<file path="src/common/cfm_pkg.sv">
// Purpose: shared constants and carrier types for the clock/fifo/misc config bank
// Assumes: 8-bit host I/O port access, one system clock
// Notes: register slots are numbered from the first extended index upward
package cfm_pkg;

	// ----------------------------------------------------------------
	// host i/o ports
	// ----------------------------------------------------------------
	localparam logic [15:0] CFM_PORT_INDEX = 16'h03C4;
	localparam logic [15:0] CFM_PORT_DATA = 16'h03C5;

	// ----------------------------------------------------------------
	// extended register indexes
	// ----------------------------------------------------------------
	localparam logic [7:0] CFM_IDX_PIXA_DP = 8'hC5;
	localparam logic [7:0] CFM_IDX_PIXB_DP = 8'hC6;
	localparam logic [7:0] CFM_IDX_FIFO_THR = 8'hC7;
	localparam logic [7:0] CFM_IDX_ATTR_THR = 8'hC8;
	localparam logic [7:0] CFM_IDX_MEM_NUM = 8'hC9;
	localparam logic [7:0] CFM_IDX_MEM_DP = 8'hCA;
	localparam logic [7:0] CFM_IDX_CLK_TEST = 8'hCB;
	localparam logic [7:0] CFM_IDX_MISC = 8'hCC;
	localparam int CFM_NREG = 8;

	// slot numbers inside the bank
	localparam logic [2:0] CFM_SLOT_PIXA = 3'h0;
	localparam logic [2:0] CFM_SLOT_PIXB = 3'h1;
	localparam logic [2:0] CFM_SLOT_FIFO = 3'h2;
	localparam logic [2:0] CFM_SLOT_ATTR = 3'h3;
	localparam logic [2:0] CFM_SLOT_MNUM = 3'h4;
	localparam logic [2:0] CFM_SLOT_MDP = 3'h5;
	localparam logic [2:0] CFM_SLOT_CTST = 3'h6;
	localparam logic [2:0] CFM_SLOT_MISC = 3'h7;

	// ----------------------------------------------------------------
	// reset values
	// ----------------------------------------------------------------
	localparam logic [7:0] CFM_RST_PIXA_DP = 8'h83;
	localparam logic [7:0] CFM_RST_PIXB_DP = 8'h00;
	localparam logic [7:0] CFM_RST_FIFO_THR = 8'h00;
	localparam logic [7:0] CFM_RST_ATTR_THR = 8'h00;
	localparam logic [7:0] CFM_RST_MEM_NUM = 8'hA1;
	localparam logic [7:0] CFM_RST_MEM_DP = 8'h00;
	localparam logic [7:0] CFM_RST_CLK_TEST = 8'h00;
	localparam logic [7:0] CFM_RST_MISC = 8'h00;
	localparam logic [7:0][7:0] CFM_RST_VEC = {CFM_RST_MISC, CFM_RST_CLK_TEST,
		CFM_RST_MEM_DP, CFM_RST_MEM_NUM, CFM_RST_ATTR_THR, CFM_RST_FIFO_THR,
		CFM_RST_PIXB_DP, CFM_RST_PIXA_DP};

	// writable bits per slot; attribute threshold keeps only its low field
	localparam logic [7:0] CFM_WMASK_FULL = 8'hFF;
	localparam logic [7:0] CFM_WMASK_ATTR = 8'h07;

	// ----------------------------------------------------------------
	// field positions
	// ----------------------------------------------------------------
	localparam int CFM_DP_POST = 0; // post-scaler bit
	localparam int CFM_DP_DEN_LO = 1; // denominator bits 7:1
	localparam int CFM_NUM_PREDIV = 7; // numerator pre-divider bit
	localparam int CFM_THR_HI_LO = 0; // display fifo high, bits 3:0
	localparam int CFM_THR_LO_LO = 4; // display fifo low, bits 7:4
	localparam int CFM_CT_OBS_LO = 0; // observation select 1:0
	localparam int CFM_CT_SRC_LO = 2; // pixel clock source 3:2
	localparam int CFM_CT_TVHALF = 4;
	localparam int CFM_CT_MEM_PD = 5;
	localparam int CFM_CT_PIX_PD = 6;
	localparam int CFM_CT_OSC_PD = 7;
	localparam int CFM_MC_SENSE_PD = 0;
	localparam int CFM_MC_DAC_PD = 1;
	localparam int CFM_MC_TG_RST = 2;
	localparam int CFM_MC_PAL_PD = 3;
	localparam int CFM_MC_WIDTH_LO = 4; // host width 5:4
	localparam int CFM_MC_BUS16 = 6;
	localparam int CFM_MC_BYPASS = 7;

	// ----------------------------------------------------------------
	// threshold offsets and synthesizer reference
	// ----------------------------------------------------------------
	localparam logic [4:0] CFM_HI_THR_BIAS = 5'h04;
	localparam logic [4:0] CFM_LO_THR_BIAS = 5'h03;
	localparam logic [3:0] CFM_ATTR_THR_BIAS = 4'h1;
	localparam int CFM_OSC_REF_KHZ = 14318;

	// ----------------------------------------------------------------
	// enumerations
	// ----------------------------------------------------------------
	typedef enum logic [1:0] {CFM_OBS_OTHER, CFM_OBS_MEMCLK, CFM_OBS_PIXCLK} cfm_obs_t;
	typedef enum logic [1:0] {CFM_SRC_PIXSYN, CFM_SRC_MEM_DIV2, CFM_SRC_PIX_DIV2,
		CFM_SRC_MEMSYN} cfm_src_t;
	typedef enum logic [1:0] {CFM_W8, CFM_W16, CFM_W32, CFM_W32_16} cfm_width_t;

	// ----------------------------------------------------------------
	// carriers
	// ----------------------------------------------------------------
	typedef struct packed {
		logic wr;
		logic rd;
		logic [15:0] addr;
		logic [7:0] wdata;
	} cfm_io_req_t;

	typedef struct packed {
		logic [9:0] mult; // (n+1)*(2p+2)
		logic [9:0] div; // (d+1)*prediv
	} cfm_synth_t;

	typedef struct packed {
		cfm_obs_t obs_sel;
		cfm_src_t pix_src;
		logic tv_half;
		logic mem_pd;
		logic pix_pd;
		logic osc_pd;
	} cfm_clk_ctl_t;

	typedef struct packed {
		logic sense_pd;
		logic dac_pd;
		logic refresh_stop;
		logic tg_reset;
		logic pal_pd;
		cfm_width_t host_width;
		logic bus16;
		logic pal_bypass;
	} cfm_misc_t;

endpackage : cfm_pkg

</file>
<file path="src/hw/cfm_regs.sv">
// Purpose: extended sequencer config bank for clocks, fifo thresholds and misc control
// Assumes: host i/o strobes synchronous to clk_sys, one cycle each
// Notes: all outputs are fields of the registered state
//
// Notes on behaviour
// - registers read/written via data port after index
// - pixel set a divisor register resets to 83
// - set a: bit0 post-scaler, bits7:1 denominator
// - set b uses the same layout
// - fifo high field bits3:0, zero means four
// - fifo low field bits7:4, zero means three
// - above high threshold host runs without waits
// - below low threshold only display fetches granted
// - attribute threshold bits2:0, zero means one
// - memory numerator resets a1, prediv in bit7
// - memory divisor: bit0 post, bits7:1 denominator
// - bits1:0 pick observation pin clock source
// - bits3:2 pick the pixel clock source
// - bit4 halves video clock for tv sync
// - bits5-7 power down synths and oscillator
// - misc bit0 powers down monitor sense
// - misc bit1 powers down dac, stops refresh
// - writing misc bit2 resets timing generator
// - misc bit3 powers down the palette
// - misc bits5:4 select host data width
// - misc bit6 widens 16-colour host accesses
// - misc bit7 bypasses palette lookup memory
// - synth frequency ref*(n+1)*(2p+2)/(d+1)
// - prediv bit: zero divides two, one four
// - pixel select low uses set a, high b
`timescale 1ns/1ps

module cfm_regs #(
	parameter int LVL_W = 5
) (
	// clock and reset
	input wire logic clk_sys,
	input wire logic rstn,
	// host i/o port
	input cfm_pkg::cfm_io_req_t io_req,
	output logic [7:0] io_rdata,
	output logic io_rvalid,
	output logic io_hit,
	// display fifo arbitration
	input wire logic [LVL_W-1:0] disp_fifo_level,
	output logic host_nowait,
	output logic host_hold,
	output logic [3:0] attr_fifo_thresh,
	// pixel clock set selection and numerators held elsewhere
	input wire logic pixel_clock_set_sel,
	input wire logic [7:0] pix_num_a,
	input wire logic [7:0] pix_num_b,
	input wire logic mode_16col,
	// synthesizer programming
	output cfm_pkg::cfm_synth_t pix_synth,
	output cfm_pkg::cfm_synth_t mem_synth,
	// clock test and misc control
	output cfm_pkg::cfm_clk_ctl_t clk_ctl,
	output cfm_pkg::cfm_misc_t misc_ctl
);

	// ----------------------------------------------------------------
	// state
	// ----------------------------------------------------------------
	typedef struct packed {
		logic [7:0] index;
		logic [7:0][7:0] regs;
		logic [7:0] rdata;
		logic rvalid;
		logic hit;
		logic nowait;
		logic hold;
		logic [3:0] attr_thr;
		cfm_pkg::cfm_synth_t pix;
		cfm_pkg::cfm_synth_t mem;
		cfm_pkg::cfm_clk_ctl_t clk;
		cfm_pkg::cfm_misc_t misc;
	} cfm_state_t;

	cfm_state_t s_r;
	cfm_state_t s_nxt;

	// ----------------------------------------------------------------
	// decode helpers
	// ----------------------------------------------------------------
	logic idx_in_bank;
	logic [7:0] idx_off;
	logic [2:0] slot;
	logic data_wr;
	logic data_rd;
	logic [7:0] wmask;
	logic [7:0] pix_dp;
	logic [7:0] pix_num;
	logic [4:0] hi_thr;
	logic [4:0] lo_thr;
	logic [LVL_W-1:0] lvl_hi;
	logic [LVL_W-1:0] lvl_lo;

	// bank membership of the current index
	assign idx_in_bank = (s_r.index >= cfm_pkg::CFM_IDX_PIXA_DP) &&
		(s_r.index <= cfm_pkg::CFM_IDX_MISC);
	assign idx_off = s_r.index - cfm_pkg::CFM_IDX_PIXA_DP;
	assign slot = idx_off[2:0];
	assign data_wr = io_req.wr && (io_req.addr == cfm_pkg::CFM_PORT_DATA) && idx_in_bank;
	assign data_rd = io_req.rd && (io_req.addr == cfm_pkg::CFM_PORT_DATA) && idx_in_bank;
	assign wmask = (slot == cfm_pkg::CFM_SLOT_ATTR) ? cfm_pkg::CFM_WMASK_ATTR :
		cfm_pkg::CFM_WMASK_FULL;

	// active pixel register set
	assign pix_dp = pixel_clock_set_sel ? s_r.regs[cfm_pkg::CFM_SLOT_PIXB] :
		s_r.regs[cfm_pkg::CFM_SLOT_PIXA];
	assign pix_num = pixel_clock_set_sel ? pix_num_b : pix_num_a;

	// actual display fifo thresholds
	assign hi_thr = {1'b0, s_r.regs[cfm_pkg::CFM_SLOT_FIFO][cfm_pkg::CFM_THR_HI_LO +: 4]} +
		cfm_pkg::CFM_HI_THR_BIAS;
	assign lo_thr = {1'b0, s_r.regs[cfm_pkg::CFM_SLOT_FIFO][cfm_pkg::CFM_THR_LO_LO +: 4]} +
		cfm_pkg::CFM_LO_THR_BIAS;
	assign lvl_hi = LVL_W'(hi_thr);
	assign lvl_lo = LVL_W'(lo_thr);

	// ----------------------------------------------------------------
	// synthesizer relation
	// ----------------------------------------------------------------
	// numerator term (n+1)*(2p+2): post-scaler picks shift by one or two
	function automatic logic [9:0] cfm_mult(input logic [7:0] num, input logic [7:0] dp);
		logic [9:0] n1;
		n1 = {3'h0, num[6:0]} + 10'h001;
		cfm_mult = dp[cfm_pkg::CFM_DP_POST] ? (n1 << 2) : (n1 << 1);
	endfunction : cfm_mult

	// denominator term (d+1) times the oscillator pre-divider of two or four
	function automatic logic [9:0] cfm_div(input logic [7:0] num, input logic [7:0] dp);
		logic [9:0] d1;
		d1 = {3'h0, dp[7:cfm_pkg::CFM_DP_DEN_LO]} + 10'h001;
		cfm_div = num[cfm_pkg::CFM_NUM_PREDIV] ? (d1 << 2) : (d1 << 1);
	endfunction : cfm_div

	// ----------------------------------------------------------------
	// next state
	// ----------------------------------------------------------------
	always_comb begin
		s_nxt = s_r;
		s_nxt.rvalid = 1'b0;
		s_nxt.misc.tg_reset = 1'b0;
		// index port
		if (io_req.wr && (io_req.addr == cfm_pkg::CFM_PORT_INDEX)) begin
			s_nxt.index = io_req.wdata;
		end
		// data port write; reserved bits stay zero
		if (data_wr) begin
			s_nxt.regs[slot] = (s_r.regs[slot] & ~wmask) | (io_req.wdata & wmask);
			if ((slot == cfm_pkg::CFM_SLOT_MISC) && io_req.wdata[cfm_pkg::CFM_MC_TG_RST]) begin
				s_nxt.misc.tg_reset = 1'b1;
			end
		end
		// reads answer next cycle; index port readable too
		s_nxt.hit = 1'b0;
		if (data_rd) begin
			s_nxt.rdata = s_r.regs[slot];
			s_nxt.rvalid = 1'b1;
			s_nxt.hit = 1'b1;
		end else if (io_req.rd && (io_req.addr == cfm_pkg::CFM_PORT_INDEX)) begin
			s_nxt.rdata = s_r.index;
			s_nxt.rvalid = 1'b1;
			s_nxt.hit = 1'b1;
		end
		// arbitration against display fifo fill
		s_nxt.nowait = disp_fifo_level > lvl_hi;
		s_nxt.hold = disp_fifo_level < lvl_lo;
		s_nxt.attr_thr = {1'b0, s_r.regs[cfm_pkg::CFM_SLOT_ATTR][2:0]} +
			cfm_pkg::CFM_ATTR_THR_BIAS;
		// synthesizer programming words
		s_nxt.pix.mult = cfm_mult(pix_num, pix_dp);
		s_nxt.pix.div = cfm_div(pix_num, pix_dp);
		s_nxt.mem.mult = cfm_mult(s_r.regs[cfm_pkg::CFM_SLOT_MNUM],
			s_r.regs[cfm_pkg::CFM_SLOT_MDP]);
		s_nxt.mem.div = cfm_div(s_r.regs[cfm_pkg::CFM_SLOT_MNUM],
			s_r.regs[cfm_pkg::CFM_SLOT_MDP]);
		// clock test decode
		if (s_r.regs[cfm_pkg::CFM_SLOT_CTST][cfm_pkg::CFM_CT_OBS_LO + 1]) begin
			s_nxt.clk.obs_sel = cfm_pkg::CFM_OBS_PIXCLK;
		end else if (s_r.regs[cfm_pkg::CFM_SLOT_CTST][cfm_pkg::CFM_CT_OBS_LO]) begin
			s_nxt.clk.obs_sel = cfm_pkg::CFM_OBS_MEMCLK;
		end else begin
			s_nxt.clk.obs_sel = cfm_pkg::CFM_OBS_OTHER;
		end
		s_nxt.clk.pix_src = cfm_pkg::cfm_src_t'(
			s_r.regs[cfm_pkg::CFM_SLOT_CTST][cfm_pkg::CFM_CT_SRC_LO +: 2]);
		s_nxt.clk.tv_half = s_r.regs[cfm_pkg::CFM_SLOT_CTST][cfm_pkg::CFM_CT_TVHALF];
		s_nxt.clk.mem_pd = s_r.regs[cfm_pkg::CFM_SLOT_CTST][cfm_pkg::CFM_CT_MEM_PD];
		s_nxt.clk.pix_pd = s_r.regs[cfm_pkg::CFM_SLOT_CTST][cfm_pkg::CFM_CT_PIX_PD];
		s_nxt.clk.osc_pd = s_r.regs[cfm_pkg::CFM_SLOT_CTST][cfm_pkg::CFM_CT_OSC_PD];
		// misc control decode
		s_nxt.misc.sense_pd = s_r.regs[cfm_pkg::CFM_SLOT_MISC][cfm_pkg::CFM_MC_SENSE_PD];
		s_nxt.misc.dac_pd = s_r.regs[cfm_pkg::CFM_SLOT_MISC][cfm_pkg::CFM_MC_DAC_PD];
		s_nxt.misc.refresh_stop = s_r.regs[cfm_pkg::CFM_SLOT_MISC][cfm_pkg::CFM_MC_DAC_PD];
		s_nxt.misc.pal_pd = s_r.regs[cfm_pkg::CFM_SLOT_MISC][cfm_pkg::CFM_MC_PAL_PD];
		s_nxt.misc.host_width = cfm_pkg::cfm_width_t'(
			s_r.regs[cfm_pkg::CFM_SLOT_MISC][cfm_pkg::CFM_MC_WIDTH_LO +: 2]);
		s_nxt.misc.bus16 = mode_16col &&
			s_r.regs[cfm_pkg::CFM_SLOT_MISC][cfm_pkg::CFM_MC_BUS16];
		s_nxt.misc.pal_bypass = s_r.regs[cfm_pkg::CFM_SLOT_MISC][cfm_pkg::CFM_MC_BYPASS];
	end

	// ----------------------------------------------------------------
	// state register
	// ----------------------------------------------------------------
	always_ff @(posedge clk_sys) begin
		if (!rstn) begin
			s_r <= '0;
			s_r.regs <= cfm_pkg::CFM_RST_VEC;
		end else begin
			s_r <= s_nxt;
		end
	end

	// outputs straight from state
	assign io_rdata = s_r.rdata;
	assign io_rvalid = s_r.rvalid;
	assign io_hit = s_r.hit;
	assign host_nowait = s_r.nowait;
	assign host_hold = s_r.hold;
	assign attr_fifo_thresh = s_r.attr_thr;
	assign pix_synth = s_r.pix;
	assign mem_synth = s_r.mem;
	assign clk_ctl = s_r.clk;
	assign misc_ctl = s_r.misc;

	// ----------------------------------------------------------------
	// checks
	// ----------------------------------------------------------------
	// register views used by the checks
	logic [7:0] ct_reg;
	logic [7:0] mc_reg;
	logic [7:0] fifo_reg;
	logic idx_out;
	logic data_port;
	assign ct_reg = s_r.regs[cfm_pkg::CFM_SLOT_CTST];
	assign mc_reg = s_r.regs[cfm_pkg::CFM_SLOT_MISC];
	assign fifo_reg = s_r.regs[cfm_pkg::CFM_SLOT_FIFO];
	assign idx_out = (s_r.index < cfm_pkg::CFM_IDX_PIXA_DP) ||
		(s_r.index > cfm_pkg::CFM_IDX_MISC);
	assign data_port = io_req.addr == cfm_pkg::CFM_PORT_DATA;
endmodule : cfm_regs
</file>
<file path="config.mk">
export PLATFORM = sky130hd
export DESIGN_NAME = cfm_regs
export DESIGN_NICKNAME = d
export VERILOG_FILES = /design/src/common/cfm_pkg.sv /design/src/hw/cfm_regs.sv
export SDC_FILE = /design/constraint.sdc
export NUM_CORES = 1
export LEC_CHECK = 0
export BUFFER_PORTS_ARGS = -buffer_cell sky130_fd_sc_hd__clkbuf_2
export CORE_MARGIN = 3
export CORE_UTILIZATION = 56
export CTS_CLUSTER_SIZE = 14
export DETAILED_ROUTE_END_ITERATION = 16
export PLACE_DENSITY = 0.9
export SLEW_MARGIN = 20
export SYNTH_ARGS = -nofsm -noshare
export SYNTH_HDL_FRONTEND = slang
export SYNTH_SLANG_ARGS = --single-unit
</file>
<file path="constraint.sdc">
create_clock -name clk_sys -period 3.9 [get_ports clk_sys]
set_clock_uncertainty 0.2 [all_clocks]
set_input_delay 0.195 -clock clk_sys [delete_from_list [all_inputs] [get_ports clk_sys]]
set_output_delay 0.195 -clock clk_sys [all_outputs]
set_load 0.005 [all_outputs]
</file>
==> flow_summary_export.csv <==
group,metric,value,unit
outcome,outcome,"finished clean",
sta,max_slew_margin,41.60,%
sta,setup_viol_count_final,0,
finish,final-seq-area,2783,um2
sta,timing.setup.tns,0,ns
setup_path,critical_path.startpoint_type,"flop",
global_route,grt_pass1_vias,5604,
yosys,yosys_register_bits,139,
floorplanning,num_io_pins,124,
sta,fmax,289.4,MHz
pwr,vdd.ir_drop.worst,314.6,uV
clock_tree,cts.sinks,139,
yosys,synth.lib_cells_used.distinct,62,
yosys,synth_enable_flop_cells,0,
placed_design,placedCellCount,924,
finish,layoutNonFillerInstCount,976,
finish,top_register,"s_r",
worst_hold_path,hp-class,"primary input to flop",
placed_design,pre_cts_slack,0.5211,ns
clock_tree,post_cts_hold_buffer_count,20,
setup_path,crit_slowest_cell,"sky130_fd_sc_hd__ha_1",
yosys,synth_seq_area_share,39.79,%
sta,timing.hold.ws,0.03094,ns
sta,max_slew.worst_pin.slew,0.8706,ns
sta,layout_setup_ws,0.4451,ns
drt,first_iter_violations,503,
sta,slew_viol_final,0,
yosys,yosysTopAreaCellShare,39.79,%
clock_tree,cts_repair_resize_count,0,
global_route,antenna_found_initial,0,
clock_tree,ctsRootBufferMaster,"sky130_fd_sc_hd__clkbuf_16",
yosys,yosys_most_used_dff,"sky130_fd_sc_hd__dfxtp_1",
global_route,track_usage,25.89,%
drt,remaining_drc_errors,0,
setup_path,worst-endpoint-arrival,3.53,ns
clock_tree,number_of_buffers_added_for_setup_after_cts,0,
finish,fill_cells,939,
placed_design,gp_routability_congestion,0.9759,
drt,route.vias.total,5847,
setup_path,cpMostUsedCell,"sky130_fd_sc_hd__ha_1",
floorplanning,die_width,117.8,um
floorplanning,rows,40,
clock_tree,cts_tree,"yes",
floorplanning,initial_core_util,57.75,%
pwr,p_per_area,388.1,nW/um2
drt,wl_per_cell,18.47,um
finish,multiInputGateArea,3477,um2
flow_run,max-cap-violations,0,
clock_tree,cts.reportedPaths.clkPinSlew,0.06,ns
finish,max_ffs_per_register,48,
setup_path,cp_class,"flop to flop",
finish,drive_gt1_share,24.01,%
yosys,postSynthCellCount,739,
sta,timing_hold_violations_final,0,
yosys,synth.area.top_cells,"sky130_fd_sc_hd__dfxtp_1, sky130_fd_sc_hd__buf_4, sky130_fd_sc_hd__mux2i_1",
finish,num_antenna_cells,0,
finish,layout-area-overhead-vs-synth,13.17,%
yosys,synth.largest_area_cell,"sky130_fd_sc_hd__dfxtp_1",
floorplanning,design.core.area,12110,um2
sta,timing.final.crit_share,88.59,%
setup_path,path_max_fanout,11,
placed_design,port-buffer-count,119,
clock_tree,tritoncts.num_buffers,17,
setup_path,peak_per_stage_delay_on_the_critical_path,0.58,ns
drt,antenna_left,0,
pwr,p_total,0.003072,W
global_route,grt_first_pass_wirelength,28900,um
pwr,total_leakage_power,3.265,nW
clock_tree,clk-insertion-delay-late,0.42,ns
setup_path,timing.critical_path.cells,"inv_1, ha_1, ha_1, buf_4, mux4_2, or2_2, a22oi_1, a2111o_1, o22ai_1",
clock_tree,clock_tree.htree_level_count,4,
setup_path,worstSetupEndpointType,"flop",
floorplanning,dieArea,13870,um2
floorplanning,die_height,117.8,um
yosys,post_synth.cell_area_avg,9.464,um2
yosys,combined_area_of_all_synthesized_cells,6994,um2
setup_path,cp.required,3.98,ns
drt,detail_route.first_pass.iterations,6,
sta,shortest_period_the_worst_path_allows,3.455,ns
drt,routed_via_density,5.991,
yosys,asyncSetResetFlopFracSynth,0,%
placed_design,detailed_place_hpwl,12360,um
drt,totalWireLength,18020,um
yosys,number_of_synthesis_warnings,0,
sta,setup_repair_after_global_routing_missed_its_margin,"no",
clock_tree,buffer_levels_on_the_longest_clock_path,2,
global_route,grt_max_degree,56,
finish,final_net_count,866,
global_route,globalRouteOverflowTotal,0,
==> cell type report <==
cell class	count	area share [%]
clock inverter	13	1.233
timing repair buffer	147	10.81
clock buffer	19	5.596
sequential	139	35.16
inverter	13	0.6165
multi-input combinational	477	43.93
tap	168	2.656
==> critical path, delay by kind of cell, from the launching register on <==
family | cells | cell delay (ns)
adder cells (fa/ha/maj) | 2 | 0.84
AO/OA/AOI/OAI | 3 | 0.83
flip-flops | 1 | 0.51
buffers and inverters | 2 | 0.36
multiplexers | 1 | 0.29
AND/OR/NAND/NOR | 1 | 0.28
==> cell usage in the layout (no fill, tap or decap), types with 17 or more instances in the layout <==
cell / synthesis / layout
sky130_fd_sc_hd__dfxtp_1: 139 / 139
sky130_fd_sc_hd__clkbuf_2: 0 / 119
sky130_fd_sc_hd__nand2_1: 53 / 53
sky130_fd_sc_hd__nor2_1: 51 / 51
sky130_fd_sc_hd__mux2i_1: 46 / 46
sky130_fd_sc_hd__o21ai_0: 29 / 29
sky130_fd_sc_hd__o22ai_1: 28 / 28
sky130_fd_sc_hd__nand3_1: 26 / 26
sky130_fd_sc_hd__and2_1: 22 / 22
sky130_fd_sc_hd__ha_1: 20 / 20
sky130_fd_sc_hd__dlygate4sd3_1: 0 / 20
sky130_fd_sc_hd__clkbuf_16: 0 / 17
==> power by group <==
part	internal [W]	total, W	switching, W
Sequential	0.00143	0.00144	0.00000447
Combinational	0.0000741	0.000168	0.0000935
Clock	0.000829	0.00147	0.000637
Total	0.00234	0.00307	0.000735
==> metal layers <==
layer / vias to the layer above / routed length [um] / GRT usage [%]
met5: - / 0 / 0
met3: 56 / 1545 / 7.064
li1: 2699 / - / -
met1: 2751 / 7230 / 31.37
met2: 341 / 8571 / 43.30
met4: 0 / 676 / 11.14
==> metrics by stage <==
stage          util (%)  cell area [um2]
6_report          65.35             7915
5_1_grt           65.35             7915
4_1_cts           65.35             7915
3_5_place_dp      59.24             7174
3_3_place_gp      59.24             7174
2_1_floorplan         -             7005
==> logic make-up after synthesis <==
| group | Yosys count | synth area share (%) |
|---|---|---|
| AO/OA/AOI/OAI | 140 | 13.90 |
| AND/OR/NAND/NOR | 221 | 16.74 |
| flip-flops | 139 | 39.79 |
| buffers and inverters | 126 | 10.66 |
| multiplexers | 65 | 11.90 |
| XOR/XNOR | 27 | 3.381 |
| adder cells (fa/ha/maj) | 20 | 3.578 |
| other | 1 | 0.05362 |
==> synth_stat cells (4+ instances only) <==
library cell and n:
sky130_fd_sc_hd__a211oi_1 9, sky130_fd_sc_hd__a21oi_1 15, sky130_fd_sc_hd__and2_1 22, sky130_fd_sc_hd__and3_1 6
sky130_fd_sc_hd__and3b_1 4, sky130_fd_sc_hd__and4_1 4, sky130_fd_sc_hd__buf_1 5, sky130_fd_sc_hd__buf_2 8
sky130_fd_sc_hd__buf_4 70, sky130_fd_sc_hd__clkbuf_1 30, sky130_fd_sc_hd__dfxtp_1 139, sky130_fd_sc_hd__ha_1 20
sky130_fd_sc_hd__inv_1 12, sky130_fd_sc_hd__mux2_2 5, sky130_fd_sc_hd__mux2i_1 46, sky130_fd_sc_hd__mux4_2 14
sky130_fd_sc_hd__nand2_1 53, sky130_fd_sc_hd__nand2b_1 8, sky130_fd_sc_hd__nand3_1 26, sky130_fd_sc_hd__nand4_1 6
sky130_fd_sc_hd__nor2_1 51, sky130_fd_sc_hd__nor2b_1 7, sky130_fd_sc_hd__nor3_1 10, sky130_fd_sc_hd__nor3b_1 4
sky130_fd_sc_hd__o211ai_1 7, sky130_fd_sc_hd__o21ai_0 29, sky130_fd_sc_hd__o21ai_1 5, sky130_fd_sc_hd__o221a_2 10
sky130_fd_sc_hd__o22ai_1 28, sky130_fd_sc_hd__o31ai_1 7, sky130_fd_sc_hd__xnor2_1 16, sky130_fd_sc_hd__xor2_1 11
==> final timing paths <==
path | start | to | slack, ns | depth (start not counted)
max | s_r[137] | s_r[117] | 0.45 | 9
min | pix_num_a[7] | pix_synth[5] | 0.03 | 4
max reg2reg | s_r[137] | s_r[117] | 0.45 | 9
min reg2reg | s_r[100] | s_r[100] | 0.28 | 2
Note: power is estimated with default switching activity, not from simulation.
